[src/pdc_cfg.svh]
// Register map, field positions, reset values and cycle counts of the DMA channel
`ifndef PDC_CFG_SVH
`define PDC_CFG_SVH
`define PDC_OFS_CPTR0    12'h000
`define PDC_OFS_APTR0    12'h004
`define PDC_OFS_SRC      12'h008
`define PDC_OFS_SWAP     12'h00C
`define PDC_OFS_CPTR1    12'h010
`define PDC_OFS_APTR1    12'h014
`define PDC_OFS_STAT     12'h018
`define PDC_RF_WIN       2'h1
`define PDC_BIT_SPACE    0
`define PDC_BIT_SEG      0
`define PDC_BIT_PEND     5
`define PDC_BIT_EN       4
`define PDC_BIT_EOB      3
`define PDC_BIT_SWAP     0
`define PDC_RST_BYTE     8'h00
`define PDC_RST_PRIO     3'h0
`define PDC_SAMPLE_CYC   3'h5
`define PDC_RF_CYCLES    5'h08
`define PDC_MEM_CYCLES   5'h10
`define PDC_RESP_OK      2'h0
`define PDC_RESP_ERR     2'h2
`endif

[src/pdc_pkg.sv]
// Types shared by the DMA channel files
package pdc_pkg;
  typedef enum logic [2:0] {
    ST_IDLE = 3'h1,
    ST_WAIT = 3'h2,
    ST_BUSY = 3'h4
  } pdc_state_e;
  typedef logic [7:0] pdc_byte_t;
  typedef logic [2:0] pdc_prio_t;
endpackage

[src/pdc_rf_if.sv]
// Port of the channel's descriptor register file
`timescale 1ns/1ps
interface pdc_rf_if;
  logic [7:0] addr;
  logic       we;
  logic [7:0] wdata;
  logic [7:0] rdata;
  modport owner (output addr, output we, output wdata, input rdata);
  modport store (input addr, input we, input wdata, output rdata);
endinterface

[src/pdc_dma_channel.sv]
// Peripheral DMA channel with request arbitration and AXI4-Lite registers
`timescale 1ns/1ps
`include "pdc_cfg.svh"
module pdc_dma_channel
  import pdc_pkg::*;
(
  input  wire logic        clk,
  input  wire logic        reset_n,
  input  wire logic [11:0] s_axi_awaddr,
  input  wire logic        s_axi_awvalid,
  output logic             s_axi_awready,
  input  wire logic [31:0] s_axi_wdata,
  input  wire logic [3:0]  s_axi_wstrb,
  input  wire logic        s_axi_wvalid,
  output logic             s_axi_wready,
  output logic [1:0]       s_axi_bresp,
  output logic             s_axi_bvalid,
  input  wire logic        s_axi_bready,
  input  wire logic [11:0] s_axi_araddr,
  input  wire logic        s_axi_arvalid,
  output logic             s_axi_arready,
  output logic [31:0]      s_axi_rdata,
  output logic [1:0]       s_axi_rresp,
  output logic             s_axi_rvalid,
  input  wire logic        s_axi_rready,
  input  wire logic        trigEvent,
  input  wire logic        dirToStore,
  input  wire logic [7:0]  periphRdData,
  output logic             periphRdStb,
  output logic [7:0]       periphWrData,
  output logic             periphWrStb,
  input  wire pdc_prio_t   currentPriority,
  input  wire logic        irqReq,
  input  wire pdc_prio_t   irqPrio,
  input  wire logic        topIsrActive,
  input  wire logic        instrDone,
  output logic             dmaAck,
  output logic             irqAck,
  output logic             cpuHold,
  output logic             blockEndIrq,
  output pdc_prio_t        blockEndPrio,
  input  wire logic [7:0]  interruptSegReg,
  input  wire logic [7:0]  transferSegReg,
  output logic             memReq,
  output logic             memWe,
  output logic [23:0]      memAddr,
  output logic [7:0]       memWrData,
  input  wire logic [7:0]  memRdData,
  input  wire logic        memReady
);
  function automatic pdc_byte_t ptrBase(input pdc_byte_t ptr, input logic odd);
    return {ptr[7:1], odd};
  endfunction

  pdc_rf_if rf ();
  pdc_regfile u_regfile (.clk(clk), .reset_n(reset_n), .rf(rf));

  // ----------------------------------------------------------------
  // Registers
  // ----------------------------------------------------------------
  pdc_byte_t  cptr0_ff, aptr0_ff, cptr1_ff, aptr1_ff;
  logic       pend_ff, en_ff, eob_ff, swapEn_ff, tblSel_ff;
  pdc_prio_t  prio_ff;
  pdc_state_e state_ff, nxt_state;
  logic [3:0] stepCnt_ff;
  logic [2:0] tickCnt_ff;
  logic [15:0] adr_ff, cnt_ff;
  logic        dmaAck_ff, irqAck_ff, eobIrq_ff, perWrStb_ff;
  pdc_byte_t   perWrData_ff, memWrData_ff;
  logic [23:0] memAddr_ff;
  logic        awHeld_ff, wHeld_ff, arHeld_ff, rdWait_ff, bvalid_ff, rvalid_ff;
  logic [11:0] awAddr_ff, arAddr_ff;
  logic [31:0] wData_ff, rdata_ff;
  logic        wStrb0_ff;
  logic [1:0]  bresp_ff, rresp_ff;

  // ----------------------------------------------------------------
  // AXI4-Lite slave
  // ----------------------------------------------------------------
  wire winW     = awAddr_ff[11:10] == `PDC_RF_WIN;
  wire winR     = arAddr_ff[11:10] == `PDC_RF_WIN;
  wire busyS    = state_ff == ST_BUSY;
  wire doWrite  = awHeld_ff & wHeld_ff & ~(winW & busyS);
  wire rfWrGo   = doWrite & winW & wStrb0_ff;
  wire rfRdGo   = arHeld_ff & winR & ~busyS & ~rfWrGo & ~rdWait_ff;
  wire doRegRd  = arHeld_ff & ~winR;
  wire wrByte   = doWrite & wStrb0_ff;
  wire wrCptr0  = wrByte & (awAddr_ff == `PDC_OFS_CPTR0);
  wire wrAptr0  = wrByte & (awAddr_ff == `PDC_OFS_APTR0);
  wire wrSrc    = wrByte & (awAddr_ff == `PDC_OFS_SRC);
  wire wrSwap   = wrByte & (awAddr_ff == `PDC_OFS_SWAP);
  wire wrCptr1  = wrByte & (awAddr_ff == `PDC_OFS_CPTR1);
  wire wrAptr1  = wrByte & (awAddr_ff == `PDC_OFS_APTR1);
  wire wHit     = winW | (awAddr_ff <= `PDC_OFS_STAT && awAddr_ff[1:0] == 2'h0);
  wire rHit     = arAddr_ff <= `PDC_OFS_STAT && arAddr_ff[1:0] == 2'h0;
  wire stWait   = state_ff == ST_WAIT;
  wire [7:0] srcVal  = {2'h0, pend_ff, en_ff, eob_ff, prio_ff};
  wire [7:0] statVal = {5'h00, tblSel_ff, stWait, busyS};
  wire [7:0] regRdVal =
      (arAddr_ff == `PDC_OFS_CPTR0) ? cptr0_ff :
      (arAddr_ff == `PDC_OFS_APTR0) ? aptr0_ff :
      (arAddr_ff == `PDC_OFS_SRC)   ? srcVal :
      (arAddr_ff == `PDC_OFS_SWAP)  ? {7'h00, swapEn_ff} :
      (arAddr_ff == `PDC_OFS_CPTR1) ? cptr1_ff :
      (arAddr_ff == `PDC_OFS_APTR1) ? aptr1_ff :
      (arAddr_ff == `PDC_OFS_STAT)  ? statVal : 8'h00;

  assign s_axi_awready = ~awHeld_ff & ~bvalid_ff;
  assign s_axi_wready  = ~wHeld_ff & ~bvalid_ff;
  assign s_axi_arready = ~arHeld_ff & ~rvalid_ff;
  assign s_axi_bvalid  = bvalid_ff;
  assign s_axi_bresp   = bresp_ff;
  assign s_axi_rvalid  = rvalid_ff;
  assign s_axi_rresp   = rresp_ff;
  assign s_axi_rdata   = rdata_ff;

  always_ff @(posedge clk or negedge reset_n) begin
    if (!reset_n) begin
      awHeld_ff <= 1'h0;
      wHeld_ff  <= 1'h0;
      awAddr_ff <= 12'h000;
      wData_ff  <= 32'h0000_0000;
      wStrb0_ff <= 1'h0;
      bvalid_ff <= 1'h0;
      bresp_ff  <= `PDC_RESP_OK;
    end else begin
      if (s_axi_awvalid & s_axi_awready) begin
        awHeld_ff <= 1'h1;
        awAddr_ff <= s_axi_awaddr;
      end else if (doWrite) begin
        awHeld_ff <= 1'h0;
      end
      if (s_axi_wvalid & s_axi_wready) begin
        wHeld_ff  <= 1'h1;
        wData_ff  <= s_axi_wdata;
        wStrb0_ff <= s_axi_wstrb[0];
      end else if (doWrite) begin
        wHeld_ff <= 1'h0;
      end
      if (doWrite) begin
        bvalid_ff <= 1'h1;
        bresp_ff  <= wHit ? `PDC_RESP_OK : `PDC_RESP_ERR;
      end else if (s_axi_bready) begin
        bvalid_ff <= 1'h0;
      end
    end
  end

  // Register-file reads wait while the engine owns the store
  always_ff @(posedge clk or negedge reset_n) begin
    if (!reset_n) begin
      arHeld_ff <= 1'h0;
      arAddr_ff <= 12'h000;
      rdWait_ff <= 1'h0;
      rvalid_ff <= 1'h0;
      rdata_ff  <= 32'h0000_0000;
      rresp_ff  <= `PDC_RESP_OK;
    end else begin
      rdWait_ff <= rfRdGo;
      if (s_axi_arvalid & s_axi_arready) begin
        arHeld_ff <= 1'h1;
        arAddr_ff <= s_axi_araddr;
      end else if (doRegRd | rdWait_ff) begin
        arHeld_ff <= 1'h0;
      end
      if (doRegRd | rdWait_ff) begin
        rvalid_ff <= 1'h1;
        rdata_ff  <= {24'h00_0000, rdWait_ff ? rf.rdata : regRdVal};
        rresp_ff  <= (rdWait_ff | rHit) ? `PDC_RESP_OK : `PDC_RESP_ERR;
      end else if (s_axi_rready) begin
        rvalid_ff <= 1'h0;
      end
    end
  end

  // ----------------------------------------------------------------
  // Arbitration
  // ----------------------------------------------------------------
  wire tick     = tickCnt_ff == `PDC_SAMPLE_CYC - 3'h1;
  wire dmaReq   = pend_ff & en_ff;
  // Lower code is the higher level, so "at or above" is <=
  wire dmaElig  = dmaReq & (prio_ff <= currentPriority) & ~topIsrActive;
  wire irqElig  = irqReq & (irqPrio < currentPriority);
  wire idleS    = state_ff == ST_IDLE;
  wire grantDma = tick & idleS & dmaElig & (~irqElig | prio_ff <= irqPrio);
  wire grantIrq = tick & idleS & irqElig & ~grantDma;

  assign dmaAck       = dmaAck_ff;
  assign irqAck       = irqAck_ff;
  assign cpuHold      = busyS;
  assign blockEndIrq  = eobIrq_ff;
  assign blockEndPrio = prio_ff;

  always_ff @(posedge clk or negedge reset_n) begin
    if (!reset_n) begin
      tickCnt_ff <= 3'h0;
    end else begin
      tickCnt_ff <= tick ? 3'h0 : tickCnt_ff + 3'h1;
    end
  end

  // ----------------------------------------------------------------
  // Transfer sequencer
  // ----------------------------------------------------------------
  wire pdc_byte_t actCptr = tblSel_ff ? cptr1_ff : cptr0_ff;
  wire pdc_byte_t actAptr = tblSel_ff ? aptr1_ff : aptr0_ff;
  wire rfMode   = actCptr[`PDC_BIT_SPACE];
  wire pdc_byte_t cBase  = ptrBase(actCptr, 1'h0);
  wire pdc_byte_t cBaseP = ptrBase(actCptr, 1'h1);
  wire pdc_byte_t aBase  = ptrBase(actAptr, 1'h0);
  wire pdc_byte_t aBaseP = ptrBase(actAptr, 1'h1);
  wire [15:0] adrInc = adr_ff + 16'h0001;
  wire [15:0] cntDec = cnt_ff - 16'h0001;
  // Memory count of zero wraps, giving the full 65536 block
  wire lastTx   = rfMode ? cntDec[7:0] == 8'h00 : cntDec == 16'h0000;
  wire [4:0] cycLen = rfMode ? `PDC_RF_CYCLES : `PDC_MEM_CYCLES;
  wire endStep  = busyS & ({1'h0, stepCnt_ff} == cycLen - 5'h01);
  wire endBlock = endStep & lastTx;
  wire memStep  = busyS & ~rfMode & stepCnt_ff == 4'h6;
  wire stall    = memStep & ~memReady;
  wire capAdrLo = busyS & stepCnt_ff == (rfMode ? 4'h1 : 4'h4);
  wire capAdrHi = busyS & ~rfMode & stepCnt_ff == 4'h3;
  wire capCntLo = busyS & stepCnt_ff == 4'h2;
  wire capCntHi = busyS & ~rfMode & stepCnt_ff == 4'h1;
  wire capPerRf = busyS & rfMode & ~dirToStore & stepCnt_ff == 4'h3;
  wire capPerMem = memStep & memReady & ~dirToStore;
  wire pdc_byte_t segSel = actAptr[`PDC_BIT_SEG] ? transferSegReg : interruptSegReg;

  assign memReq       = memStep;
  assign memWe        = memStep & dirToStore;
  assign memAddr      = memAddr_ff;
  assign memWrData    = memWrData_ff;
  assign periphWrData = perWrData_ff;
  assign periphWrStb  = perWrStb_ff;
  assign periphRdStb  = busyS & dirToStore &
                        (rfMode ? stepCnt_ff == 4'h2 : memStep & memReady);

  pdc_byte_t eAddr, eWd;
  logic      eWe;
  // Descriptor fetch, datum move and write-back per step
  always_comb begin
    eAddr = 8'h00;
    eWe   = 1'h0;
    eWd   = 8'h00;
    case ({rfMode, stepCnt_ff})
      5'h10: eAddr = cBase;
      5'h11: eAddr = cBaseP;
      5'h12: begin
        eAddr = adr_ff[7:0];
        eWe   = dirToStore;
        eWd   = periphRdData;
      end
      5'h14: begin
        eAddr = cBase;
        eWe   = 1'h1;
        eWd   = adrInc[7:0];
      end
      5'h15: begin
        eAddr = cBaseP;
        eWe   = 1'h1;
        eWd   = cntDec[7:0];
      end
      5'h00: eAddr = cBase;
      5'h01: eAddr = cBaseP;
      5'h02: eAddr = aBase;
      5'h03: eAddr = aBaseP;
      5'h07: begin
        eAddr = aBase;
        eWe   = 1'h1;
        eWd   = adrInc[15:8];
      end
      5'h08: begin
        eAddr = aBaseP;
        eWe   = 1'h1;
        eWd   = adrInc[7:0];
      end
      5'h09: begin
        eAddr = cBase;
        eWe   = 1'h1;
        eWd   = cntDec[15:8];
      end
      5'h0A: begin
        eAddr = cBaseP;
        eWe   = 1'h1;
        eWd   = cntDec[7:0];
      end
      default: ;
    endcase
  end

  assign rf.addr  = busyS ? eAddr : (rfWrGo ? awAddr_ff[9:2] : arAddr_ff[9:2]);
  assign rf.we    = busyS ? eWe : rfWrGo;
  assign rf.wdata = busyS ? eWd : wData_ff[7:0];

  always_comb begin
    nxt_state = state_ff;
    unique case (state_ff)
      ST_IDLE: if (grantDma) nxt_state = ST_WAIT;
      ST_WAIT: if (instrDone) nxt_state = ST_BUSY;
      ST_BUSY: if (endStep) nxt_state = ST_IDLE;
      default: nxt_state = ST_IDLE;
    endcase
  end

  always_ff @(posedge clk or negedge reset_n) begin
    if (!reset_n) begin
      state_ff   <= ST_IDLE;
      stepCnt_ff <= 4'h0;
    end else begin
      state_ff   <= nxt_state;
      stepCnt_ff <= (~busyS | endStep) ? 4'h0 : (stall ? stepCnt_ff : stepCnt_ff + 4'h1);
    end
  end

  always_ff @(posedge clk or negedge reset_n) begin
    if (!reset_n) begin
      adr_ff       <= 16'h0000;
      cnt_ff       <= 16'h0000;
      perWrData_ff <= 8'h00;
      perWrStb_ff  <= 1'h0;
      memWrData_ff <= 8'h00;
      memAddr_ff   <= 24'h00_0000;
    end else begin
      if (capAdrLo) adr_ff[7:0]  <= rf.rdata;
      if (capAdrHi) adr_ff[15:8] <= rf.rdata;
      if (capCntLo) cnt_ff[7:0]  <= rf.rdata;
      if (capCntHi) cnt_ff[15:8] <= rf.rdata;
      if (capPerRf) perWrData_ff <= rf.rdata;
      else if (capPerMem) perWrData_ff <= memRdData;
      perWrStb_ff  <= capPerRf | capPerMem;
      memWrData_ff <= periphRdData;
      memAddr_ff   <= {segSel, adr_ff};
    end
  end

  // ----------------------------------------------------------------
  // Control and status bits
  // ----------------------------------------------------------------
  // Trigger beats both software clear and grant clear
  wire nxt_pend = trigEvent | (wrSrc ? wData_ff[`PDC_BIT_PEND] : (pend_ff & ~grantDma));
  wire nxt_en   = wrSrc ? wData_ff[`PDC_BIT_EN] : (en_ff & ~(endBlock & ~swapEn_ff));

  always_ff @(posedge clk or negedge reset_n) begin
    if (!reset_n) begin
      cptr0_ff  <= `PDC_RST_BYTE;
      aptr0_ff  <= `PDC_RST_BYTE;
      cptr1_ff  <= `PDC_RST_BYTE;
      aptr1_ff  <= `PDC_RST_BYTE;
      pend_ff   <= 1'h0;
      en_ff     <= 1'h0;
      eob_ff    <= 1'h0;
      prio_ff   <= `PDC_RST_PRIO;
      swapEn_ff <= 1'h0;
      tblSel_ff <= 1'h0;
      dmaAck_ff <= 1'h0;
      irqAck_ff <= 1'h0;
      eobIrq_ff <= 1'h0;
    end else begin
      if (wrCptr0) cptr0_ff <= wData_ff[7:0];
      if (wrAptr0) aptr0_ff <= wData_ff[7:0];
      if (wrCptr1) cptr1_ff <= wData_ff[7:0];
      if (wrAptr1) aptr1_ff <= wData_ff[7:0];
      if (wrSwap) swapEn_ff <= wData_ff[`PDC_BIT_SWAP];
      if (wrSrc) begin
        eob_ff  <= wData_ff[`PDC_BIT_EOB];
        prio_ff <= wData_ff[2:0];
      end
      pend_ff   <= nxt_pend;
      en_ff     <= nxt_en;
      if (endBlock & swapEn_ff) tblSel_ff <= ~tblSel_ff;
      dmaAck_ff <= grantDma;
      irqAck_ff <= grantIrq;
      eobIrq_ff <= endBlock & eob_ff;
    end
  end
endmodule

[src/pdc_regfile.sv]
// Descriptor register file: 256 bytes, registered read data
`timescale 1ns/1ps
module pdc_regfile (
  input wire logic clk,
  input wire logic reset_n,
  pdc_rf_if.store  rf
);
  logic [7:0] mem [256];
  logic [7:0] rdata_ff;

  always_ff @(posedge clk) begin
    if (rf.we) begin
      mem[rf.addr] <= rf.wdata;
    end
  end

  // Read of a location being written returns the old byte
  always_ff @(posedge clk or negedge reset_n) begin
    if (!reset_n) begin
      rdata_ff <= 8'h00;
    end else begin
      rdata_ff <= mem[rf.addr];
    end
  end

  assign rf.rdata = rdata_ff;
endmodule

[config.mk]
export PLATFORM = sky130hd
export DESIGN_NAME = pdc_dma_channel
export DESIGN_NICKNAME = d
export VERILOG_FILES = /design/src/pdc_pkg.sv /design/src/pdc_rf_if.sv /design/src/pdc_dma_channel.sv /design/src/pdc_regfile.sv
export VERILOG_INCLUDE_DIRS = /design/src
export SDC_FILE = /design/constraint.sdc
export NUM_CORES = 2
export LEC_CHECK = 0
export ABC_AREA = 1
export ABC_CLOCK_PERIOD_IN_PS = 18600
export BUFFER_PORTS_ARGS = -buffer_cell sky130_fd_sc_hd__buf_2
export CAP_MARGIN = 20
export CORE_MARGIN = 2
export CORE_UTILIZATION = 45
export CTS_CLUSTER_SIZE = 40
export DETAILED_ROUTE_END_ITERATION = 8
export PLACE_DENSITY = 0.6
export SLEW_MARGIN = 5
export SYNTH_ARGS = -nofsm -noshare
export SYNTH_HDL_FRONTEND = slang
export SYNTH_HIERARCHICAL = 1
export SYNTH_SLANG_ARGS = --single-unit
[constraint.sdc]
create_clock -name clk -period 18.6 [get_ports clk]
set_input_delay 0.93 -clock clk [delete_from_list [all_inputs] [get_ports clk]]
set_output_delay 0.93 -clock clk [all_outputs]
set_load 0.02 [all_outputs]
=== After elaboration in Yosys (flattened, before gate mapping) ===
Memory sizes are Yosys's and may differ from the RTL's. A register that Yosys moved wholly into a read port is not among the register bits.
Cells that the tools add are included.

* Output and inout bits: 92
* Logic and storage cells: 237
* Memory bits (writable): 2048
* Memories kept: 1
* Register bits: 177

* $lt $le $gt $ge: 5
* Multiplexer cells: 46
* Add/subtract/negate cells: 5
* Equality and inequality tests: 39
* Reductions and logical operators: 24
* Bitwise logic cells: 80

{| class="wikitable"
|+ Memory list
! memory !! depth !! width !! read ports !! clocked after Yosys merged registers in !! write ports !! RTL line !! text
|-
| u_regfile.mem || 256 || 8 || 1 || 1 || 1 || pdc_regfile.sv:8 || <nowiki>logic [7:0] mem [256];</nowiki>
|}

{| class="wikitable"
|+ Operators with widths
! kind !! number
|-
| 8-bit two-way mux || 15
|-
| 8-bit one-hot mux with 5 select lines || 2
|-
| 12-bit by 5-bit == test with 1-bit output, second input constant || 5
|-
| 1-bit bitwise AND || 54
|-
| 12-bit by 4-bit == test with 1-bit output, second input constant || 4
|-
| 5-bit == test, second input constant || 5
|-
| 12-bit by 3-bit == test with 1-bit output, second input constant || 2
|-
| 12-bit by 5-bit <= comparator with 1-bit output, second input constant || 2
|-
| 12-bit logical NOT || 2
|-
| 1-bit NOT || 19
|-
| 3-bit two-way mux || 6
|-
| 16-bit by 1-bit adder with 16-bit output, second input constant || 1
|-
| 16-bit logical NOT || 1
|-
| 1-bit two-way mux || 16
|-
| 16-bit by 1-bit subtractor with 16-bit output, second input constant || 1
|-
| 5-bit by 4-bit == test with 1-bit output, second input constant || 3
|-
| 2-bit nonzero test || 6
|-
| 5-bit by 2-bit == test with 1-bit output, second input constant || 2
|-
| 3-bit one-hot mux with 3 select lines || 1
|-
| 4-bit by 2-bit == test with 1-bit output, second input constant || 2
|-
| 8-bit logical NOT || 1
|-
| 4-bit two-way mux || 2
|-
| 2-bit OR reduction || 4
|-
| 4-bit OR reduction || 2
|-
| 27 further kinds || 41
|}

=== Longest topological paths before layout ===
* Depth after elaboration: 10
* Mapped depth: 28
* Mapped depth without buffers: 24

=== By module ===
Netlist, hierarchy kept.

{| class="wikitable"
|+ By module, submodules not included
! module !! area each (sq um) !! cells an instance !! seq. area each (sq um) !! instances
|-
| pdc_regfile || 84875.2 || 8021 || 61699.2 || 1
|-
| pdc_dma_channel || 9281.4 || 1162 || 4380.5 || 1
|}

=== Least setup slack after synthesis ===
No wires, ideal clock.

* Path type: register -> register
* Start point: reg state_ff[0]
* End point: mem u_regfile.mem[0][0] (data pin)
* Stages on the path, launching flop included: 5
* Setup slack: 5390 ps
* Clock period less this slack: 13210 ps
* Data arrival time: 11015 ps
* Buffers on the path: 2
* Data required time: 16406 ps
* Setup time: 2194 ps
* Cells stage by stage: dfstp_2 -> nor3_4 -> buf_2 -> buf_1 -> o21ai_0

* Cells in the longest elaborated chain, start to end: 2

{| class="wikitable"
|+ RTL lines
! what !! RTL line !! text
|-
| start: declaration || pdc_dma_channel.sv:64 || <nowiki>pdc_state_e state_ff, nxt_state;</nowiki>
|-
| start signal: assignment || pdc_dma_channel.sv:310 || <nowiki>state_ff <= nxt_state;</nowiki>
|-
| 3-bit == test || pdc_dma_channel.sv:82 || <nowiki>wire busyS = state_ff == ST_BUSY;</nowiki>
|-
| via cpuHold || pdc_dma_channel.sv:39 || <nowiki>output logic cpuHold,</nowiki>
|-
| 8-bit two-way mux || pdc_dma_channel.sv:293 || <nowiki>assign rf.wdata = busyS ? eWd : wData_ff[7:0];</nowiki>
|-
| via rf.wdata[0] || pdc_rf_if.sv:6 || <nowiki>logic [7:0] wdata;</nowiki>
|-
| end: declaration || pdc_regfile.sv:8 ||
|}

The timed path passes the listed nets, and every way through them passes these cells.

=== Final worst setup path ===
* Start point: reg tblSel_ff
* End point: reg u_regfile.rdata_ff[0] (netlist: u_regfile/rf.rdata[0]) (read register of u_regfile.mem)

* Cells in the longest elaborated chain, start to end: 5
* Elaborated cells on any way between the ends: 21
* Classes of those cells: 12 x eq/ne; 4 x mux; 5 x reduce/logical

{| class="wikitable"
|+ RTL lines
! what !! RTL line !! text
|-
| start: declaration || pdc_dma_channel.sv:62 || <nowiki>logic pend_ff, en_ff, eob_ff, swapEn_ff, tblSel_ff;</nowiki>
|-
| start signal: assignment || pdc_dma_channel.sv:370 || <nowiki>if (endBlock & swapEn_ff) tblSel_ff <= ~tblSel_ff;</nowiki>
|-
| 8-bit two-way mux (*) || pdc_dma_channel.sv:205 || <nowiki>wire pdc_byte_t actCptr = tblSel_ff ? cptr1_ff : cptr0_ff;</nowiki>
|-
| 5-bit by 4-bit == test with 1-bit output, or another cell as far along || pdc_dma_channel.sv:245 || <nowiki>case ({rfMode, stepCnt_ff})</nowiki>
|-
| 4-bit OR reduction (no line) or 2-bit OR reduction (tied branches) || -- ||
|-
| 8-bit one-hot mux with 5 select lines (*) || pdc_dma_channel.sv:245 ||
|-
| 8-bit two-way mux (*) || pdc_dma_channel.sv:291 || <nowiki>assign rf.addr = busyS ? eAddr : (rfWrGo ? awAddr_ff[9:2] : arAddr_ff[9:2]);</nowiki>
|-
| via rf.addr[0] || pdc_rf_if.sv:4 || <nowiki>logic [7:0] addr;</nowiki>
|-
| end: declaration || pdc_regfile.sv:9 || <nowiki>logic [7:0] rdata_ff;</nowiki>
|}

Mark *: on every way through the listed nets, which the timed path passes. The rest lies on a longest branch.
A chain may end at the register's enable or synchronous reset.

==> qor.yml <==
sta:
  slew_headroom_pct: 22.9
  whs_ns: 0.130
  finalCritPeriodShare_pct: 38.1
  slew_violations: 0
  finalHoldViolations: 0
  worst_slew_pin_slew_ns: 1.16
  period_needed_ns: 7.08
  timing.fmax_mhz: 141
  tns_ns: 0
  skew_ns: 0.0282
  setup_viol: 0
  rsz0062_at_grt: "false"
  fin_ws_ns: 11.52
detailed_routing:
  drtAntennaViolNets: 0
  wire_per_inst_um: 20.5
  first_iter_violations: 6878
  drc_errors: 0
  viasPerCell: 5.21
  dr.pass1.iters: 6
  dr_total_vias: 63500
  wl_um: 250000
flow_run:
  cap_violations: 0
power_and_ir_drop:
  p_clk_share_pct: 26.2
  total_power_uw: 17000
  p_leak_uw: 0.0419
  swShare_pct: 40.5
  p_switching_uw: 6870
  sequentialPowerShare_pct: 37.0
  ir_worst_vdd_uv: 152
  p_comb_share_pct: 36.8
  p_int_uw: 10100
  p_per_area_nw_per_um2: 163
synth:
  ys_ff_latch: 2231
  synth_top_flop_cell: "edfxtp_1"
  synth_edf_count: 2048
  synth-async-reset-ratio_pct: 8.20
  synth_largest_area_cell: "edfxtp_1"
  synth.distinct_cells: 55
  postSynthCellCount: 9183
  synth_area_leaders: "edfxtp_1 65%, nand2_1 20%, dfrtp_1 4.8%"
  syn_area_um2: 94200
  ys_seq_area_share_pct: 70.2
  post_synth.cell_area_avg_um2: 10.3
  synth_top_area_share_pct: 65.3
  yosysWarningCount: 6
worst_setup_path:
  endpoint_kind: "flop"
  cp_max_fo: 109
  worstPathArrival_ns: 7.78
  timing_worst_setup_path_type: "reg -> reg"
  start_kind: "flop"
  cp.required_ns: 19.30
clock_tree:
  clock-root-buffer: "clkbuf_16"
  postCtsHoldBufs: 0
  cts_resized: 0
  cts.path.max_buffers: 3
  clk_latency_ns: 0.88
  path_clk_slew_ns: 0.06
  cts_tree: "yes"
  cts_buffers: 229
  postCtsSetupRepairBufs: 0
  h-tree-depth: 4
  numClockSinks: 2231
floorplan:
  core-area_um2: 207000
  die_x_um: 461
  num_rows: 167
  ios: 203
  die_h_um: 461
  dieArea_um2: 213000
  start_util_pct: 45.4
place:
  hpwl_um: 140000
  pre_cts_slack_ns: 11.67
  portBuffers: 149
  dp_cells: 11800
  gp_congestion: 0.892
final_layout:
  nNetsFinal: 9331
  seqCellArea_um2: 66100
  area_growth_syn_to_layout_pct: 10.9
  multi_input_area_um2: 25500
  instances_no_fill: 12200
  drive_above_1_share_pct: 6.55
  mostFrequentLayoutCell: "nand2_1"
  nFillCells: 18600
  final_cell_mix: "5079 x nand2_1, 2048 x edfxtp_1, 477 x nor2_1, 246 x nand3_1, 231 x clkbuf_16"
global_route:
  grt_overflow: 0
  antenna_found_initial: 3
  grt_pass1_wl_um: 373000
  grt_pass1_vias: 60100
  grt_usage_pct: 23.2
  grt_max_degree: 201
status:
  outcome: "complete, no violations"
worst_hold_path:
  min_path_type: "in -> async"
## power by group through the flow
stage / clock, uW / sequential, uW / combinational (uW)
after global placement: 0 / 6380 / 6140
after floorplan: 0 / 6650 / 3920
after detailed placement: 0 / 6380 / 6210
final: 4450 / 6280 / 6250
after CTS: 4530 / 6280 / 6230
after global routing: 4720 / 6280 / 6880
## worst paths after layout
check,endpoint,cells after the start,slack [ns],from
max in group asynchronous,awAddr_ff[1],2,16.96,reset_n
hold / removal,memAddr[23],1,0.13,reset_n
min in group clk,memWrData[2],1,0.17,periphRdData[2]
setup reg to reg,u_regfile/rf.rdata[0],25,11.52,tblSel_ff
setup / recovery,u_regfile/rf.rdata[0],25,11.52,tblSel_ff
hold reg to reg,memAddr[15],0,0.43,adr_ff[15]
## cell type report
cell class | instances | area share [%]
inverter | 162 | 0.646
tap | 2788 | 3.34
timing repair buffer | 229 | 1.38
clock inverter | 119 | 1.05
antenna | 1 | 0.00240
sequential | 2231 | 63.3
clock buffer | 310 | 5.90
multi-input combinational | 6350 | 24.4
## stage by stage
stage                     utilization, %  area [um^2]
after floorplan                        -        94300
after global placement              46.8        97200
after detailed placement            46.8        97200
after CTS                           50.3       104000
after global routing                50.3       104000
final                               50.3       104000
## layer usage
metal / global-route usage, % / part of all wire (%) / vias up
met4: 7.73 / 3.2 / 0
met5: 0 / 0 / -
met3: 3.40 / 7.2 / 365
met1: 33.1 / 44 / 30800
li1: - / - / 30200
met2: 36.3 / 46 / 2190
## sequential cells by signal (all words and copies together) (netlist names), 12 cells and up
name           count
cnt_ff            16
arAddr_ff         12
memAddr           24
adr_ff            16
awAddr_ff         12
u_regfile/mem   2048
## critical path, stage by stage (launching register included)
cell and delay [ns]:
dfrtp_1 0.78, inv_4 0.22, nand2_2 0.16, nand4_1 0.15, o21ai_2 0.37, nor2_1 0.11
o2111ai_1 0.20, o21ai_0 0.30, a21oi_4 0.17, buf_4 0.51, inv_8 0.36, buf_4 0.49
buf_4 0.43, buf_4 0.45, nand2_1 0.15, nand2_1 0.06, nand2_1 0.07, nand3_1 0.09
nand2_1 0.09, nand2_1 0.10, o21ai_1 0.13, nand2_1 0.14, nor2_1 0.29, nor2_1 0.07
nor2_1 0.50, nand2_1 0.23
## logic make-up after synthesis
kind of cell,Yosys count,synth area share (%)
simple gates,5887,24.1
fa+ha+maj,17,0.226
flops,2231,70.2
compound gates,393,2.25
buf+inv,627,2.94
other cells,1,0.00398
mux,18,0.215
xor+xnor,9,0.0837
## cells in the mapped netlist, types with 6 or more instances
cell type and instances:
nand3_1 246, o21a_1 6, buf_1 34, o21ai_1 97, o21ai_2 9, a21oi_1 79, mux2_2 18, inv_1 152
nand3b_1 9, nor3_1 16, buf_2 184, dfrtp_1 182, ha_1 17, buf_6 7, o21ai_0 166, nor2_1 482
clkbuf_1 208, o211ai_1 16, buf_4 32, edfxtp_1 2048, nand4_1 15, nand2_1 5082
Power figures use the tool's default switching activity.
